[src/asu_pkg.sv]
// Notes on behaviour
// (RULE1) single-channel: ready flag once a result stored
// (RULE2) multi-channel: ready flag after whole channel batch
// (RULE3) ready flag drops when all results read
// (RULE4) clock mode: overwrite flag when unread data replaced
// (RULE5) overwrite flag drops once no overwrite happens
// (RULE6) clock mode: tick flag per sampling clock, sticky
// (RULE7) tick while busy: overrun flag, tick ignored
// (RULE8) init, condition, idle start commands clear flags
// (RULE9) writing one to status bit clears flag
// (RULE10) any flag combination may be interrupt source
// (RULE11) interrupt request with the enabled flag's setting
// (RULE12) enabled tick source interrupts on every tick
// (RULE13) command 1 then mask byte; init masks all
// (RULE14) command codes 0 to 6 with their data
// (RULE15) host polls status, reads low then high
// (RULE16) settings: D0 clock mode, D2 multi-channel
// (RULE17) channel write starts; channel or highest channel
// (RULE18) zero bits and unused bits of status ignored
package asu_pkg;
	// ==========================================================
	// port offsets
	localparam logic [4:0] OFF_DATA_LO = 5'h10;
	localparam logic [4:0] OFF_DATA_HI = 5'h11;
	localparam logic [4:0] OFF_CHAN    = 5'h12;
	localparam logic [4:0] OFF_STATUS  = 5'h16;
	localparam logic [4:0] OFF_CMD     = 5'h18;
	localparam logic [4:0] OFF_DATA0   = 5'h1C;
	localparam logic [4:0] OFF_DATA1   = 5'h1D;
	localparam logic [4:0] OFF_DATA2   = 5'h1E;
	localparam logic [4:0] OFF_DATA3   = 5'h1F;
	// ==========================================================
	// command codes
	localparam logic [7:0] CMD_INIT   = 8'h00;
	localparam logic [7:0] CMD_MASK   = 8'h01;
	localparam logic [7:0] CMD_SET    = 8'h02;
	localparam logic [7:0] CMD_RANGE  = 8'h03;
	localparam logic [7:0] CMD_PERIOD = 8'h04;
	localparam logic [7:0] CMD_TSTART = 8'h05;
	localparam logic [7:0] CMD_TSTOP  = 8'h06;
	// ==========================================================
	// field positions
	localparam int ST_DRE    = 0;
	localparam int ST_OVERWRITE_ERROR_FLAG   = 2;
	localparam int ST_SCI    = 4;
	localparam int ST_SCE    = 5;
	localparam int SET_CLK   = 0;
	localparam int SET_MULTI = 2;
	localparam int F_DRE     = 0;
	localparam int F_OVERWRITE_ERROR_FLAG    = 1;
	localparam int F_SCI     = 2;
	localparam int F_SCE     = 3;
	// ==========================================================
	// reset values and timing
	localparam logic [3:0]  MASK_RST   = 4'hF;
	localparam logic [7:0]  SET_RST    = 8'h00;
	localparam logic [7:0]  RANGE_RST  = 8'h00;
	localparam logic [31:0] PERIOD_RST = 32'h0000_0027;
	localparam int CLK_NS   = 4;
	localparam int STEP_NS  = 250;
	localparam int STEP_CYC = STEP_NS / CLK_NS;
	// ==========================================================
	// gather the four flag bits of a status-shaped byte
	function automatic logic [3:0] pick4(input logic [7:0] b);
		pick4 = {b[ST_SCE], b[ST_SCI], b[ST_OVERWRITE_ERROR_FLAG], b[ST_DRE]};
	endfunction
endpackage

[src/asu_core.sv]
`timescale 1ns/1ps
module asu_core #(
	parameter int DATA_W    = 12,
	parameter int BUF_DEPTH = 2,
	parameter int NCHAN     = 8
) (
	input  wire logic              sys_clk,
	input  wire logic              resetn,
	input  wire logic [4:0]        io_addr,
	input  wire logic              io_wr,
	input  wire logic              io_rd,
	input  wire logic [7:0]        io_wdata,
	output logic [7:0]             io_rdata,
	output logic                   irq,
	input  wire logic              conv_valid,
	output logic                   conv_ready,
	input  wire logic [DATA_W-1:0] conv_data,
	output logic                   run_start,
	output logic [2:0]             run_first,
	output logic [2:0]             run_last,
	output logic [7:0]             range_sel
);
	// ==========================================================
	// state
	logic [7:0]        io_rdata_r;
	logic              irq_r;
	logic              run_start_r;
	logic [2:0]        run_first_r;
	logic [2:0]        run_last_r;
	logic [7:0]        range_r;
	logic [7:0]        cmd_r;
	logic [7:0]        set_r;
	logic [3:0]        mask_r;
	logic [31:0]       period_r;
	logic [2:0]        chan_r;
	logic [3:0]        flags_r;
	logic [3:0]        flags_nxt;
	logic              busy_r;
	logic [3:0]        exp_r;
	logic [3:0]        rcv_r;
	logic [3:0]        avail_r;
	logic [2:0]        rd_ptr_r;
	logic              timer_on_r;
	logic [7:0]        div_r;
	logic [31:0]       per_cnt_r;
	logic [DATA_W-1:0] res_r [NCHAN];
	logic              buf_valid;
	logic [DATA_W-1:0] buf_data;

	// ==========================================================
	// two-entry buffer between the converter and the result store
	asu_buf #(.W(DATA_W), .DEPTH(BUF_DEPTH)) u_buf (
		.sys_clk   (sys_clk),
		.resetn    (resetn),
		.in_valid  (conv_valid),
		.in_ready  (conv_ready),
		.in_data   (conv_data),
		.out_valid (buf_valid),
		.out_ready (busy_r),
		.out_data  (buf_data)
	);

	// ==========================================================
	// port decode
	wire wr_cmd  = io_wr & (io_addr == asu_pkg::OFF_CMD);
	wire wr_chan = io_wr & (io_addr == asu_pkg::OFF_CHAN);
	wire wr_stat = io_wr & (io_addr == asu_pkg::OFF_STATUS);
	wire wr_d0   = io_wr & (io_addr == asu_pkg::OFF_DATA0);
	wire rd_hi   = io_rd & (io_addr == asu_pkg::OFF_DATA_HI);
	wire clk_mode = set_r[asu_pkg::SET_CLK];
	wire multi    = set_r[asu_pkg::SET_MULTI];

	// command decode [RULE14]
	wire c_init   = wr_cmd & (io_wdata == asu_pkg::CMD_INIT);
	wire c_set    = wr_cmd & (io_wdata == asu_pkg::CMD_SET);
	wire c_tstart = wr_cmd & (io_wdata == asu_pkg::CMD_TSTART);
	wire c_tstop  = wr_cmd & (io_wdata == asu_pkg::CMD_TSTOP);
	wire d_mask   = wr_d0 & (cmd_r == asu_pkg::CMD_MASK);
	wire d_set    = wr_d0 & (cmd_r == asu_pkg::CMD_SET);
	wire d_range  = wr_d0 & (cmd_r == asu_pkg::CMD_RANGE);
	wire d_per    = io_wr & (cmd_r == asu_pkg::CMD_PERIOD)
		& (io_addr[4:2] == asu_pkg::OFF_DATA0[4:2]);

	// ==========================================================
	// sampling clock: 248 ns (62-cycle) step enable, then period count
	wire step_en = (div_r == 8'(asu_pkg::STEP_CYC - 1));
	wire tick_ev = timer_on_r & step_en & (per_cnt_r == period_r);

	// run starts: software channel write, timer start, idle tick
	wire go_sw   = wr_chan & ~clk_mode & ~busy_r;          // [RULE17]
	wire go_clk  = c_tstart & clk_mode & ~busy_r;
	wire go_tick = tick_ev & ~busy_r;                      // [RULE7]
	wire run_go  = go_sw | go_clk | go_tick;
	wire [2:0] go_chan = wr_chan ? io_wdata[2:0] : chan_r;

	// results arriving and batch completion
	wire drain      = buf_valid & busy_r;
	wire batch_done = drain & ((rcv_r + 4'h1) == exp_r);   // [RULE2]
	wire last_read  = rd_hi & (avail_r == 4'h1);

	// ==========================================================
	// flag events: set wins over every clear
	wire [3:0] set_ev;
	assign set_ev[asu_pkg::F_DRE]  = batch_done;           // [RULE1] [RULE2]
	assign set_ev[asu_pkg::F_OVERWRITE_ERROR_FLAG] = batch_done & clk_mode
		& (avail_r != 4'h0);                               // [RULE4]
	assign set_ev[asu_pkg::F_SCI]  = tick_ev;              // [RULE6]
	assign set_ev[asu_pkg::F_SCE]  = tick_ev & busy_r;     // [RULE7]

	wire start_clr = (wr_chan | c_tstart) & ~busy_r;
	wire cmd_clr   = c_init | c_set | start_clr;           // [RULE8]
	wire [3:0] w1c = wr_stat ? asu_pkg::pick4(io_wdata)
		: 4'h0;                                            // [RULE9] [RULE18]
	wire [3:0] auto_clr;
	assign auto_clr[asu_pkg::F_DRE]  = last_read;          // [RULE3]
	assign auto_clr[asu_pkg::F_OVERWRITE_ERROR_FLAG] = batch_done
		& (avail_r == 4'h0);                               // [RULE5]
	assign auto_clr[3:2] = 2'h0;
	assign flags_nxt = (flags_r & ~(w1c | auto_clr | {4{cmd_clr}}))
		| set_ev;

	// interrupt request rises with any enabled flag event
	wire irq_nxt = |(set_ev & ~mask_r);                    // [RULE10] [RULE11] [RULE12]

	// ==========================================================
	// read data mux
	wire [DATA_W-1:0] cur = res_r[rd_ptr_r];
	wire [7:0] st_byte = {2'h0, flags_r[asu_pkg::F_SCE],
		flags_r[asu_pkg::F_SCI], 1'h0, flags_r[asu_pkg::F_OVERWRITE_ERROR_FLAG],
		1'h0, flags_r[asu_pkg::F_DRE]};
	wire [7:0] rd_nxt =
		(io_addr == asu_pkg::OFF_DATA_LO) ? cur[7:0] :
		(io_addr == asu_pkg::OFF_DATA_HI) ? 8'(cur[DATA_W-1:8]) :
		(io_addr == asu_pkg::OFF_STATUS)  ? st_byte : 8'h00;

	assign io_rdata  = io_rdata_r;
	assign irq       = irq_r;
	assign run_start = run_start_r;
	assign run_first = run_first_r;
	assign run_last  = run_last_r;
	assign range_sel = range_r;

	// ==========================================================
	// host port registers
	always_ff @(posedge sys_clk or negedge resetn) begin
		if (!resetn) begin
			cmd_r    <= asu_pkg::CMD_INIT;
			set_r    <= asu_pkg::SET_RST;
			mask_r   <= asu_pkg::MASK_RST;
			range_r  <= asu_pkg::RANGE_RST;
			period_r <= asu_pkg::PERIOD_RST;
			chan_r   <= 3'h0;
		end else begin
			if (wr_cmd)
				cmd_r <= io_wdata;
			if (c_init) begin
				set_r  <= asu_pkg::SET_RST;
				mask_r <= asu_pkg::MASK_RST;                // [RULE13]
			end
			if (d_mask)
				mask_r <= asu_pkg::pick4(io_wdata);         // [RULE13]
			if (d_set)
				set_r <= io_wdata;                          // [RULE16]
			if (d_range)
				range_r <= io_wdata;
			if (d_per)
				period_r[io_addr[1:0]*8 +: 8] <= io_wdata;  // [RULE14]
			if (wr_chan)
				chan_r <= io_wdata[2:0];                    // [RULE17]
		end
	end

	// flags, interrupt and read data
	always_ff @(posedge sys_clk or negedge resetn) begin
		if (!resetn) begin
			flags_r    <= 4'h0;
			irq_r      <= 1'h0;
			io_rdata_r <= 8'h00;
		end else begin
			flags_r    <= flags_nxt;
			irq_r      <= irq_nxt;
			io_rdata_r <= io_rd ? rd_nxt : 8'h00;
		end
	end

	// sampling timer, stopped by init, condition and stop commands
	always_ff @(posedge sys_clk or negedge resetn) begin
		if (!resetn) begin
			timer_on_r <= 1'h0;
			div_r      <= 8'h00;
			per_cnt_r  <= 32'h0000_0000;
		end else begin
			div_r <= step_en ? 8'h00 : div_r + 8'h01;
			if (step_en)
				per_cnt_r <= tick_ev ? 32'h0 : per_cnt_r + 32'h1;
			if (c_tstart & clk_mode) begin
				timer_on_r <= 1'h1;
				div_r      <= 8'h00;
				per_cnt_r  <= 32'h0000_0000;
			end
			if (c_init | c_set | c_tstop)
				timer_on_r <= 1'h0;
		end
	end

	// run control and readable result count
	always_ff @(posedge sys_clk or negedge resetn) begin
		if (!resetn) begin
			busy_r      <= 1'h0;
			run_start_r <= 1'h0;
			run_first_r <= 3'h0;
			run_last_r  <= 3'h0;
			exp_r       <= 4'h0;
			rcv_r       <= 4'h0;
			avail_r     <= 4'h0;
			rd_ptr_r    <= 3'h0;
		end else begin
			run_start_r <= run_go;
			if (run_go) begin
				busy_r      <= 1'h1;
				rcv_r       <= 4'h0;
				run_first_r <= multi ? 3'h0 : go_chan;
				run_last_r  <= go_chan;
				exp_r <= multi ? 4'(go_chan) + 4'h1 : 4'h1;
			end
			if (drain)
				rcv_r <= rcv_r + 4'h1;
			if (rd_hi & (avail_r != 4'h0)) begin
				avail_r  <= avail_r - 4'h1;
				rd_ptr_r <= rd_ptr_r + 3'h1;
			end
			if (c_init | c_set | start_clr) begin
				avail_r  <= 4'h0;
				rd_ptr_r <= 3'h0;
			end
			if (batch_done) begin
				busy_r   <= 1'h0;
				avail_r  <= exp_r;
				rd_ptr_r <= 3'h0;
			end
		end
	end

	// result store, written in arrival order
	always_ff @(posedge sys_clk) begin
		if (drain)
			res_r[rcv_r[2:0]] <= buf_data;
	end

	// ==========================================================
	// checks
	dre_cause_a: assert property (@(posedge sys_clk) disable iff (!resetn)
		$rose(flags_r[asu_pkg::F_DRE]) |-> $past(batch_done)) // [RULE2]
		else $error("ready flag rose without complete batch");

	dre_set_a: assert property (@(posedge sys_clk) disable iff (!resetn)
		batch_done |=> flags_r[asu_pkg::F_DRE]) // [RULE1]
		else $error("ready flag missing after batch");

	dre_drop_a: assert property (@(posedge sys_clk) disable iff (!resetn)
		last_read && !batch_done |=> !flags_r[asu_pkg::F_DRE]) // [RULE3]
		else $error("ready flag kept after last read");

	overwrite_error_flag_set_a: assert property (@(posedge sys_clk) disable iff (!resetn)
		batch_done && clk_mode && avail_r != 4'h0
		|=> flags_r[asu_pkg::F_OVERWRITE_ERROR_FLAG]) // [RULE4]
		else $error("overwrite not flagged");

	overwrite_error_flag_drop_a: assert property (@(posedge sys_clk) disable iff (!resetn)
		batch_done && avail_r == 4'h0 |=> !flags_r[asu_pkg::F_OVERWRITE_ERROR_FLAG]) // [RULE5]
		else $error("overwrite flag kept without overwrite");

	sci_set_a: assert property (@(posedge sys_clk) disable iff (!resetn)
		tick_ev |=> flags_r[asu_pkg::F_SCI]) // [RULE6]
		else $error("tick flag missing");

	sce_ignore_a: assert property (@(posedge sys_clk) disable iff (!resetn)
		tick_ev && busy_r |=> flags_r[asu_pkg::F_SCE] && !run_start_r) // [RULE7]
		else $error("busy tick not ignored or not flagged");

	cmd_clear_a: assert property (@(posedge sys_clk) disable iff (!resetn)
		(c_init || c_set) && set_ev == 4'h0 |=> flags_r == 4'h0) // [RULE8]
		else $error("command did not clear flags");

	w1c_clear_a: assert property (@(posedge sys_clk) disable iff (!resetn)
		wr_stat && io_wdata[asu_pkg::ST_SCE] && !set_ev[asu_pkg::F_SCE]
		|=> !flags_r[asu_pkg::F_SCE]) // [RULE9]
		else $error("write one did not clear overrun flag");

	w0_keep_a: assert property (@(posedge sys_clk) disable iff (!resetn)
		wr_stat && !io_wdata[asu_pkg::ST_SCI] && !cmd_clr
		&& flags_r[asu_pkg::F_SCI] |=> flags_r[asu_pkg::F_SCI]) // [RULE18]
		else $error("write zero changed tick flag");

	irq_pair_a: assert property (@(posedge sys_clk) disable iff (!resetn)
		$rose(flags_r[asu_pkg::F_DRE]) && !mask_r[asu_pkg::F_DRE]
		|-> irq_r) // [RULE11]
		else $error("request not with enabled flag");

	irq_tick_a: assert property (@(posedge sys_clk) disable iff (!resetn)
		tick_ev && !mask_r[asu_pkg::F_SCI] |=> irq_r) // [RULE12]
		else $error("tick did not raise request");

	mask_init_a: assert property (@(posedge sys_clk) disable iff (!resetn)
		c_init |=> mask_r == asu_pkg::MASK_RST) // [RULE13]
		else $error("init did not mask sources");

	chan_go_a: assert property (@(posedge sys_clk) disable iff (!resetn)
		go_sw |=> run_start_r && run_last_r == $past(io_wdata[2:0])) // [RULE17]
		else $error("channel write did not start run");
endmodule

[src/asu_buf.sv]
`timescale 1ns/1ps
module asu_buf #(
	parameter int W     = 12,
	parameter int DEPTH = 2
) (
	input  wire logic         sys_clk,
	input  wire logic         resetn,
	input  wire logic         in_valid,
	output logic              in_ready,
	input  wire logic [W-1:0] in_data,
	output logic              out_valid,
	input  wire logic         out_ready,
	output logic [W-1:0]      out_data
);
	localparam int AW = (DEPTH > 1) ? $clog2(DEPTH) : 1;

	logic [W-1:0]  mem_r [DEPTH];
	logic [AW-1:0] wr_ptr_r;
	logic [AW-1:0] rd_ptr_r;
	logic [AW:0]   cnt_r;
	logic [AW:0]   cnt_nxt;
	logic          in_ready_r;
	wire           push;
	wire           pop;

	// pointer step with wrap at the depth
	function automatic logic [AW-1:0] step(input logic [AW-1:0] p);
		step = (p == AW'(DEPTH - 1)) ? '0 : p + AW'(1);
	endfunction

	// handshakes and fill level
	assign push      = in_valid & in_ready_r;
	assign pop       = out_valid & out_ready;
	assign cnt_nxt   = cnt_r + (AW+1)'(push) - (AW+1)'(pop);
	assign in_ready  = in_ready_r;
	assign out_valid = (cnt_r != '0);
	assign out_data  = mem_r[rd_ptr_r];

	// pointers, level and registered ready
	always_ff @(posedge sys_clk or negedge resetn) begin
		if (!resetn) begin
			wr_ptr_r   <= '0;
			rd_ptr_r   <= '0;
			cnt_r      <= '0;
			in_ready_r <= 1'h0;
		end else begin
			if (push)
				wr_ptr_r <= step(wr_ptr_r);
			if (pop)
				rd_ptr_r <= step(rd_ptr_r);
			cnt_r      <= cnt_nxt;
			in_ready_r <= (cnt_nxt < (AW+1)'(DEPTH));
		end
	end

	// storage needs no reset
	always_ff @(posedge sys_clk) begin
		if (push)
			mem_r[wr_ptr_r] <= in_data;
	end

	buf_level_a: assert property (@(posedge sys_clk) disable iff (!resetn)
		cnt_r <= (AW+1)'(DEPTH))
		else $error("buffer level above depth");
endmodule

[config.mk]
export PLATFORM = sky130hd
export DESIGN_NAME = asu_core
export DESIGN_NICKNAME = d
export VERILOG_FILES = /design/src/asu_pkg.sv /design/src/asu_core.sv /design/src/asu_buf.sv
export SDC_FILE = /design/constraint.sdc
export NUM_CORES = 1
export LEC_CHECK = 0
export ABC_AREA = 1
export ABC_CLOCK_PERIOD_IN_PS = 3830
export BUFFER_PORTS_ARGS = -buffer_cell sky130_fd_sc_hd__buf_2
export CAP_MARGIN = 20
export CORE_ASPECT_RATIO = 1.4
export CORE_UTILIZATION = 40
export CTS_CLUSTER_SIZE = 30
export DETAILED_ROUTE_END_ITERATION = 8
export HOLD_SLACK_MARGIN = 0.1
export SYNTH_ARGS = -nofsm -noshare
export SYNTH_HDL_FRONTEND = slang
export SYNTH_HIERARCHICAL = 1
export SYNTH_SLANG_ARGS = --single-unit
[constraint.sdc]
create_clock -name sys_clk -period 3.83 [get_ports sys_clk]
set_input_delay 0.766 -clock sys_clk [delete_from_list [all_inputs] [get_ports sys_clk]]
set_output_delay 0.766 -clock sys_clk [all_outputs]
set_load 0.005 [all_outputs]
-- After elaboration in Yosys (flattened, before gate mapping)
Memories as Yosys holds them, arrays and structs flattened.
Index checks and enable logic that the tools add are counted.
- bits in registers: 140
- latch bits: 0
- bits in writable memories: 120
- memory bits (read-only): 0
- output and inout bits: 25
- logic and storage cells: 152
- memories: 2
- add/sub/neg operators: 11
- $mul: 0
- div/mod/pow operators: 0
- $lt $le $gt $ge: 1
- equality and inequality tests: 18
- shift-type cells: 2
- muxes and demuxes: 36
- bitwise operators: 46
- reductions and logical operators: 12
- memories (memory ; words ; width ; rd ports ; clocked after Yosys merged registers in ; write ports ; line ; RTL):
    res_r ; 8 ; 12 ; 1 ; 0 ; 1 ; asu_core.sv:46 ; logic [DATA_W-1:0] res_r [NCHAN];
    u_buf.mem_r ; 2 ; 12 ; 1 ; 0 ; 1 ; asu_buf.sv:17 ; logic [W-1:0] mem_r [DEPTH];
- operators by type and width (kind ; number):
    two-way mux 32 bit ; 3
    two-way mux 4 bit ; 9
    negator 5 -> 34 bit ; 1
    variable shift 8 x 34 -> 32 bit, first input constant ; 1
    indexed part select 8 x 34 -> 32 bit ; 1
    adder 32 x 1 -> 32 bit, second input constant ; 1
    bitwise mux 32 bit ; 1
    equality test 32 bit ; 1
    two-way mux 8 bit ; 4
    bitwise AND 1 bit ; 31
    equality test 5 bit, second input constant ; 6
    equality test 8 x 2 -> 1 bit, second input constant ; 3
    equality test 8 x 3 -> 1 bit, second input constant ; 3
    two-way mux 3 bit ; 7
    nonzero test 2 bit ; 7
    two-way mux 6 bit ; 2
    two-way mux 1 bit ; 10
    adder 8 x 1 -> 8 bit, second input constant ; 1
    bitwise AND 4 bit ; 2
    equality test 8 x 1 -> 1 bit, second input constant ; 1
    equality test 8 x 6 -> 1 bit, second input constant ; 1
    zero test 8 bit ; 1
    inverter 4 bit ; 2
    bitwise OR 4 bit ; 2
    18 further kinds ; 25

-- Logic depth before layout (Yosys ltp)
Gate-level depths: netlist (run 1).
- word-level depth: 10
- mapped depth: 16
- depth with buffers taken out: 15

-- Hierarchy
Netlist (run 1), hierarchy kept.
- by module, submodules not included (module ; instances ; cells each ; area each (um^2) ; seq. area each (um^2)):
    asu_core ; 1 ; 1349 ; 11488.5 ; 6246.0
    asu_buf ; 1 ; 94 ; 1146.1 ; 845.8

-- Worst setup path before layout (run 1)
No wires, ideal clock.
- path type: input port to flip-flop
- start: in io_addr[0]
- end: reg exp_r[2]
- setup time: 0.065 ns
- arrival time: 2.474 ns
- required time: 3.765 ns
- slack: 1.291 ns
- cell stages on the path: 14
- path buffers: 1
- cells stage by stage: clkbuf_1 > inv_1 > ha_1 > nand2_1 > inv_1 > nand3_1 > nand2_1 > o21ai_0 > inv_1 > ha_1 > xor2_1 > nor2_1 > nand2_1 > nand2_1
- elaborated cells between the ends (all ways): 14
- those cells by class: 1 x add/sub; 2 x eq/ne; 2 x mux; 9 x bitwise
- RTL lines (element ; line ; RTL):
    from (decl) ; asu_core.sv:9 ; input wire logic [4:0] io_addr,
    equality test 5 bit ; asu_core.sv:66 ; wire wr_chan = io_wr & (io_addr == asu_pkg::OFF_CHAN);
    bitwise AND 1 bit ; asu_core.sv:66 ;
    two-way mux 3 bit ; -- ;
    net go_chan[0] ; asu_core.sv:94 ; wire [2:0] go_chan = wr_chan ? io_wdata[2:0] : chan_r;
    adder 3 x 1 -> 4 bit ; asu_core.sv:224 ; exp_r <= multi ? 4'(go_chan) + 4'h1 : 4'h1;
    two-way mux 4 bit ; asu_core.sv:224 ;
    to (signal assigned) ; asu_core.sv:224 ;
    to (decl) ; asu_core.sv:39 ; logic [3:0] exp_r;
The timed path passes the listed nets, and every way through them passes these cells.
A chain may end at the register's enable or synchronous reset.

-- Worst setup path in the final report (run 1)
- start: in io_addr[0]
- end: reg per_cnt_r[5]
- cells in the longest elaborated chain, start to end: 5
- elaborated cells between the ends (all ways): 6
- those cells by class: 1 x eq/ne; 1 x mux; 3 x bitwise; 1 x reduce/logical
- RTL lines (element ; line ; RTL):
    equality test 5 bit (*) ; asu_core.sv:65 ; wire wr_cmd = io_wr & (io_addr == asu_pkg::OFF_CMD);
    bitwise AND 1 bit (*) ; asu_core.sv:65 ;
    bitwise AND 1 bit (*) ; asu_core.sv:76 ; wire c_tstart = wr_cmd & (io_wdata == asu_pkg::CMD_TSTART);
    bitwise AND 1 bit (*) ; asu_core.sv:196 ; if (c_tstart & clk_mode) begin
    two-way mux 32 bit or nonzero test 2 bit (tied branches) ; -- ;
    to (signal assigned) ; asu_core.sv:195 ; per_cnt_r <= tick_ev ? 32'h0 : per_cnt_r + 32'h1;
    to (decl) ; asu_core.sv:45 ; logic [31:0] per_cnt_r;
Mark *: on every way between the ends. The rest lies on a longest branch, timed or not.

==> metrics.txt, run 1 <==
worst path required time=4.26 ns; xor-xnor portion of the synthesized cell area=2.218%; Area contributors post-synth=edfxtp_1, dfrtp_1, nand2_1; adder-cell share of the synthesized area=1.485%; CTS tree=done; endpoints failing setup=0; clk slew on worst S/H paths=0.07 ns; Peak Freq=0.3862 GHz; asr flop ratio synth=53.67%; post-synthesis mux area share=0%; R2R Setup Slk=1.50 ns; IO Pins=55; Max clock buf depth=3; worst slew pin tran=0.9623 ns; worst path arrival time=3.02 ns; post-CTS sizing=0; final RePlAce weighted congestion=0.9118; FILL cells=2977; Starting Density=40.88%; CTS Hold Bufs=0; Pwr Density=582.8 nW/um^2; static leakage=6.161 nW; Peak supply drop=554.1 uV; Reg2Reg Capture Point=res_r[4][6]$_DFFE_PP_; average size of a mapped cell=8.756 sq um; Core Box Area=30900 sq um; failing checks=design-rule violations; Tmin final=2.589 ns; Crit Reg-Reg Startpoint=busy_r$_DFFE_PN0P_; Non-Filler Instances=1909; slowest stage delay, CP=0.33 ns; Final Total Pwr=8.263 mW; critical path peak fanout=31; Sink Count=259; EDFF count, synth=120; setup ws final=1.241 ns; Global Route Usage Sum=20.08%; proportion of layout cells with a drive suffix above 1=11.34%; die area=32310 sq um; DP HPWL=22160 um; Total Wirelength=31940 um; Mapped Area=12630 sq um; worst min path class=in2async; worst setup path start=io_addr[0]; max_slew headroom=35.78%; largest net degree at the start of global routing=65; Hold Fails Final Rpt=0; Syn Inst Count=1443; Syn-to-layout area delta=12.22%; largest family of logic cells by synthesized area=simple AND/OR/NAND/NOR gates; # Post-CTS Setup Buffers=0; global-route wire length before repair=50320 um; critical path type=in2reg; antenna violations before repair=2; Worst-Skew Late Latency=0.56 ns; top_reg_cell synth=dfrtp_1; Yosys warning count=6; maxcap violations=0; drt wl/cell=16.73 um; Synth Register Bits=259; Clock Tree Root=clkbuf_16; setup tns final=0 ns; RSZ-0062 raised after global routing=false; # nets final=1541; PortBufs=54; initial drt markers=526; # rows=76; remaining global-route overflow=0; Startpoint Class=input pin; Die Wd=152.2 um; synth unique cells=44; CP Capture Point=per_cnt_r[5]$_DFFE_PN0P_; vias per cell=5.047; crit-path cells=buf_2 > inv_1 > ha_1 > nand2_2 > nor2_4 > nand2_4 > inv_2 > nand4_4 > nand2_4 > inv_2 > nor2_1 > xor2_1 > nor2_1; number of routed nets with antenna violations=0; total CTS buffers=27; via count=9634; # DRC=3; die height=212.3 um; H-tree depth=1; status=finished, violations left; register area share after synthesis=56.13%; Final period util=67.61%; post-synthesis simple-gate area fraction=25.91%; top-area cell type share of the netlist area=28.52%; vias in the first global route=9415; slowest stage cell, crit path=nand2_4; DR pass1 iterations=7; Critical Path Sink Type=flip-flop; dpl cells=1857; Synth Area in Compound Gates=7.645%; Slew Limit Fails=0; Syn Nets=1488; Final Skew=0.01617 ns; pre-CTS setup slack=0.6746 ns; final hold slack=0.1619 ns; Worst R2R Path Depth=3; area leader, netlist=edfxtp_1
-- power by group --
group | internal, mW | switching (mW)
Combinational | 0.581 | 1.36
Clock | 1.51 | 1.09
Sequential | 3.50 | 0.230
Total | 5.59 | 2.67
-- cell usage after synthesis, types with 2 or more instances --
cell and n:
edfxtp_1 120, o22ai_1 5, nand2_2 9, xnor2_1 3, buf_2 4, a22oi_1 11
ha_1 15, or2_2 3, buf_6 5, nand3_2 7, nor3_2 8, o21ai_1 2
nor4_1 3, buf_1 2, o211ai_1 4, a31oi_1 3, dfstp_2 8, nand3_1 57
clkbuf_1 24, a21oi_1 53, o21a_1 2, nand2_4 3, nor2_2 4, inv_2 13
dfrtp_1 131, xor2_1 29, nor3_1 40, nor2_1 141, o311ai_0 2, nand4_1 29
a32o_1 3, inv_1 150, o21ai_0 89, nor2_4 5, nor3b_1 2, nand2_1 441
buf_4 6
-- placed cells by master, fill, tap and decap left out, types with 27 or more instances in the layout --
cell / synthesis / routed
a21oi_1: 53 / 53
buf_2: 4 / 53
clkbuf_16: 0 / 27
dfrtp_1: 131 / 131
edfxtp_1: 120 / 120
inv_1: 150 / 150
nand2_1: 441 / 441
nand3_1: 57 / 57
nand4_1: 29 / 29
nor2_1: 141 / 138
nor3_1: 40 / 39
o21ai_0: 89 / 89
xor2_1: 29 / 29
-- per-layer routing --
metal / track usage (%) / vias to the layer above / wire length, um
met5: 0 / - / 0
met4: 11.40 / 0 / 1588
met3: 2.466 / 89 / 1342
met2: 36.96 / 241 / 16410
met1: 22.47 / 4485 / 12600
li1: - / 4819 / -
-- worst min path at each step --
stage / end / slack [ns] / startpoint
6_report: per_cnt_r[19]$_DFFE_PN0P_ / 0.16 / resetn
3_5_place_dp: run_last[2]$_DFFE_PN0P_ / 0.46 / run_last[2]$_DFFE_PN0P_
5_1_grt: per_cnt_r[21]$_DFFE_PN0P_ / 0.17 / resetn
3_3_place_gp: run_last[1]$_DFFE_PN0P_ / 0.46 / run_last[1]$_DFFE_PN0P_
2_1_floorplan: cmd_r[5]$_DFFE_PN0P_ / 0.45 / cmd_r[5]$_DFFE_PN0P_
4_1_cts: per_cnt_r[19]$_DFFE_PN0P_ / 0.16 / resetn
-- critical path: cells and delay by family --
family	cells	cell delay [ns]
simple gates	7	1.08
buf+inv	4	0.70
fa+ha+maj	1	0.28
xor+xnor	1	0.16
-- stage by stage --
| stage | util [%] | cell area, sq um |
|---|---|---|
| after global routing | 45.88 | 14180 |
| after detailed placement | 43.00 | 13290 |
| after global placement | 43.00 | 13290 |
| after floorplan | - | 12630 |
| final | 45.88 | 14180 |
| after CTS | 45.86 | 14170 |
-- cell families after synthesis --
logic type,after synthesis
and+or+nand+nor,756
DFF,259
buffers and inverters,205
AOI/OAI and AO/OA,176
xor gates and xnor gates,32
adders and majority gates,15
-- cell type report --
class / count / area [sq um] / area share [%]
diodes: 2 / 5.005 / 0.03530
clock buffers: 41 / 798.3 / 5.630
clock inverters: 9 / 85.08 / 0.6001
inverters: 163 / 611.8 / 4.315
multi-input cells: 979 / 4720 / 33.29
flip-flops and latches: 259 / 7092 / 50.02
well taps: 390 / 488.0 / 3.442
repair buffers: 66 / 379.1 / 2.674
-- sequential cells by signal, indices dropped and copies added (netlist names), 8 cells and up --
| signal | flops |
|---|---|
| div_r | 8 |
| per_cnt_r | 32 |
| io_rdata | 8 |
| range_sel | 8 |
| u_buf/mem_r | 24 |
| res_r | 96 |
| cmd_r | 8 |
| period_r | 32 |
Power figures use the tool's default switching activity.
==> run 2, diff against run 1 <==
--- a/config.mk
+++ b/config.mk
@@ -6,7 +6,7 @@
 export NUM_CORES = 1
 export LEC_CHECK = 0
 export ABC_AREA = 1
-export ABC_CLOCK_PERIOD_IN_PS = 3830
+export ABC_CLOCK_PERIOD_IN_PS = 2250
 export BUFFER_PORTS_ARGS = -buffer_cell sky130_fd_sc_hd__buf_2
 export CAP_MARGIN = 20
 export CORE_ASPECT_RATIO = 1.4
==> constraint.sdc (replaced) <==
create_clock -name sys_clk -period 2.25 [get_ports sys_clk]
set_input_delay 0.45 -clock sys_clk [delete_from_list [all_inputs] [get_ports sys_clk]]
set_output_delay 0.45 -clock sys_clk [all_outputs]
set_load 0.005 [all_outputs]
==> run 2 against run 1 <==
Against the previous run: the flow still finishes with violations (design-rule violations); sequential share of layout area decreased by 2.0 points; global-route usage up 0.88 points; critical path depth fell by 3.
==> metrics.txt, run 2 (same netlist as run 1, synthesis figures left out) <==
status=finished, violations left; failing checks=design-rule violations; H-tree depth=1 (unchanged); Starting Density=40.88% (unchanged); DP HPWL=23820 um (+7.5%); drt wl/cell=16.61 um (-0.70%); Hold Path Sink=period_r[23]$_DFFE_PN0P_; total CTS buffers=27 (unchanged); power share of the combinational group=25.3% (+1.9 points); via count=9895 (+2.7%); max_slew headroom=63.63% (+28 points); Final period util=88.89%; Int Pwr=9.657 mW (+73%); largest net degree at the start of global routing=50 (-23%); # Post-CTS Setup Buffers=0 (unchanged); vias per cell=5.010 (-0.72%); R2R Setup Slk=0.25 ns (-1.25 ns); initial drt markers=553 (+5.1%); max reg flops=96 (unchanged); Reg2Reg Capture Point=run_first[1]$_DFFE_PN0P_; Peak Freq=0.5000 GHz; Core Util, Final=47.77% (+1.9 points); worst slew pin tran=0.5455 ns (-0.4168 ns); critical path type=reg2reg; DR pass1 iterations=7 (unchanged); number of routed nets with antenna violations=0 (unchanged); die height=212.3 um (unchanged); remaining global-route overflow=0 (unchanged); Final Skew=0.01350 ns (-0.002669 ns); met2 WL post-DR=17320 um (+5.5%); Net Sw Frac=32.56% (+0.19 points); # nets final=1608 (+4.3%); clk slew on worst S/H paths=0.06 ns (about the same); Sw Pwr=4.662 mW (+74%); Clk pwr share=30.6% (-0.8 points); Total Wirelength=32810 um (+2.7%); final hold slack=0.2558 ns (+0.09393 ns); worst path arrival time=2.49 ns (-0.53 ns); Clock Tree Root=clkbuf_16; Max clock buf depth=3 (unchanged); Pwr Density=969.9 nW/um^2 (+66%); Critical Path Sink Type=flip-flop; PortBufs=54 (unchanged); # rows=76 (unchanged); Slew Limit Fails=0 (unchanged); critical path peak fanout=11 (-65%); commonest non-fill, non-tap cell in the layout=nand2_1; Global Route Usage Sum=20.96% (+0.88 points); worst path required time=2.74 ns (-1.52 ns); endpoints failing setup=0 (unchanged); Metal-1 WL=12950 um (+2.8%); hold depth=3; Tmin final=2.000 ns; Worst R2R Path Depth=10 (+7); Hold Fails Final Rpt=0 (unchanged); register share of total power=44.0% (-1.1 points); CTS tree=done; Die Wd=152.2 um (unchanged); Syn-to-layout area delta=16.84%; Worst-Skew Late Latency=0.56 ns (about the same); proportion of layout cells with a drive suffix above 1=14.20% (+2.9 points); global-route wire length before repair=52720 um (+4.8%); Crit Reg-Reg Startpoint=div_r[1]$_DFF_PN0_; final RePlAce weighted congestion=0.8983 (-1.5%); # DRC=3 (unchanged); top layer reached by signal wires=met5; Peak supply drop=857.7 uV (+55%); RSZ-0062 raised after global routing=false; most frequent cells in the layout=nand2_1, inv_1, nor2_1, dfrtp_1, edfxtp_1; die area=32310 sq um (unchanged); IO Pins=55 (unchanged); metal3 WL=1170 um (-13%); Startpoint Class=flip-flop; vias in the first global route=10110 (+7.3%); hold_sp=io_wdata[7]; Core Box Area=30900 sq um (unchanged); FILL cells=2963 (-0.47%); Sink Count=259 (unchanged); maxcap violations=0 (unchanged); antenna violations before repair=2 (unchanged); setup tns final=0 ns (unchanged); worst min path class=in2reg; static leakage=6.478 nW (+5.1%)
[run 2: per-layer routing]
layer,vias up,GRT usage (%)
met3,87,2.731
li1,4947,-
met1,4646,22.97
met2,213,39.89
met4,2,9.993
met5,-,0
[run 2: area by class of cell]
cell class,count,area [sq um],share of cell area (%)
Antenna cell,1,2.502,0.01695
Inverter,163,611.8,4.144
Clock inverter,14,110.1,0.7458
Clock buffer,36,760.7,5.153
Multi-Input combinational cell,979,4720,31.97
Sequential cell,259,7093,48.05
Tap cell,390,488.0,3.305
Timing Repair Buffer,133,977.2,6.619
[run 2: worst max path at each step]
stage	from	endpoint	slack, ns
3_3_place_gp	io_addr[0]	exp_r[2]$_DFFE_PN0P_	0.08
2_1_floorplan	u_buf/cnt_r[0]$_DFF_PN0_	res_r[6][0]$_DFFE_PP_	0.03
4_1_cts	div_r[1]$_DFF_PN0_	run_first[0]$_DFFE_PN0P_	0.15
6_report	div_r[1]$_DFF_PN0_	run_first[1]$_DFFE_PN0P_	0.25
5_1_grt	div_r[1]$_DFF_PN0_	run_last[0]$_DFFE_PN0P_	0.02
3_5_place_dp	io_addr[0]	run_first[0]$_DFFE_PN0P_	0.004
[run 2: worst max-delay path, cell delays in order, from the launching register on]
cell and delay (ns):
dfrtp_1 0.40, inv_1 0.07, ha_1 0.14, nor3b_1 0.18
nand2_1 0.12, buf_4 0.17, nor2_1 0.27, nand3_2 0.21
nand2_2 0.22, nand2_1 0.08, nand2_1 0.07
[run 2: per-stage QoR]
stage	instance area (sq um)	worst slack, ns	total power, mW	std cells
floorplan	12630	0.02594	8.785	1443
global placement	13750	0.07822	9.934	1911
detailed placement	13750	0.003717	10.02	1911
CTS	14750	0.1545	14.45	1974
global route	14760	0.01546	15.18	1975
finish	14760	0.2500	14.32	1975
[run 2: power by group through the flow]
stage / sequential (mW) / clock, mW / combinational [mW]
2_1_floorplan: 6.30 / 0 / 2.48
3_3_place_gp: 6.38 / 0 / 3.55
3_5_place_dp: 6.39 / 0 / 3.62
4_1_cts: 6.31 / 4.48 / 3.66
5_1_grt: 6.38 / 4.67 / 4.12
6_report: 6.31 / 4.38 / 3.63
[run 2: what timing repair did]
| action | 4_1_cts | 5_1_grt |
|---|---|---|
| setup endpoints to repair | 0 | 11 |
| gates resized for setup | 0 | 3 |
| hold buffers | 13 | 0 |
| endpoints found under the hold margin | 67 | 0 |
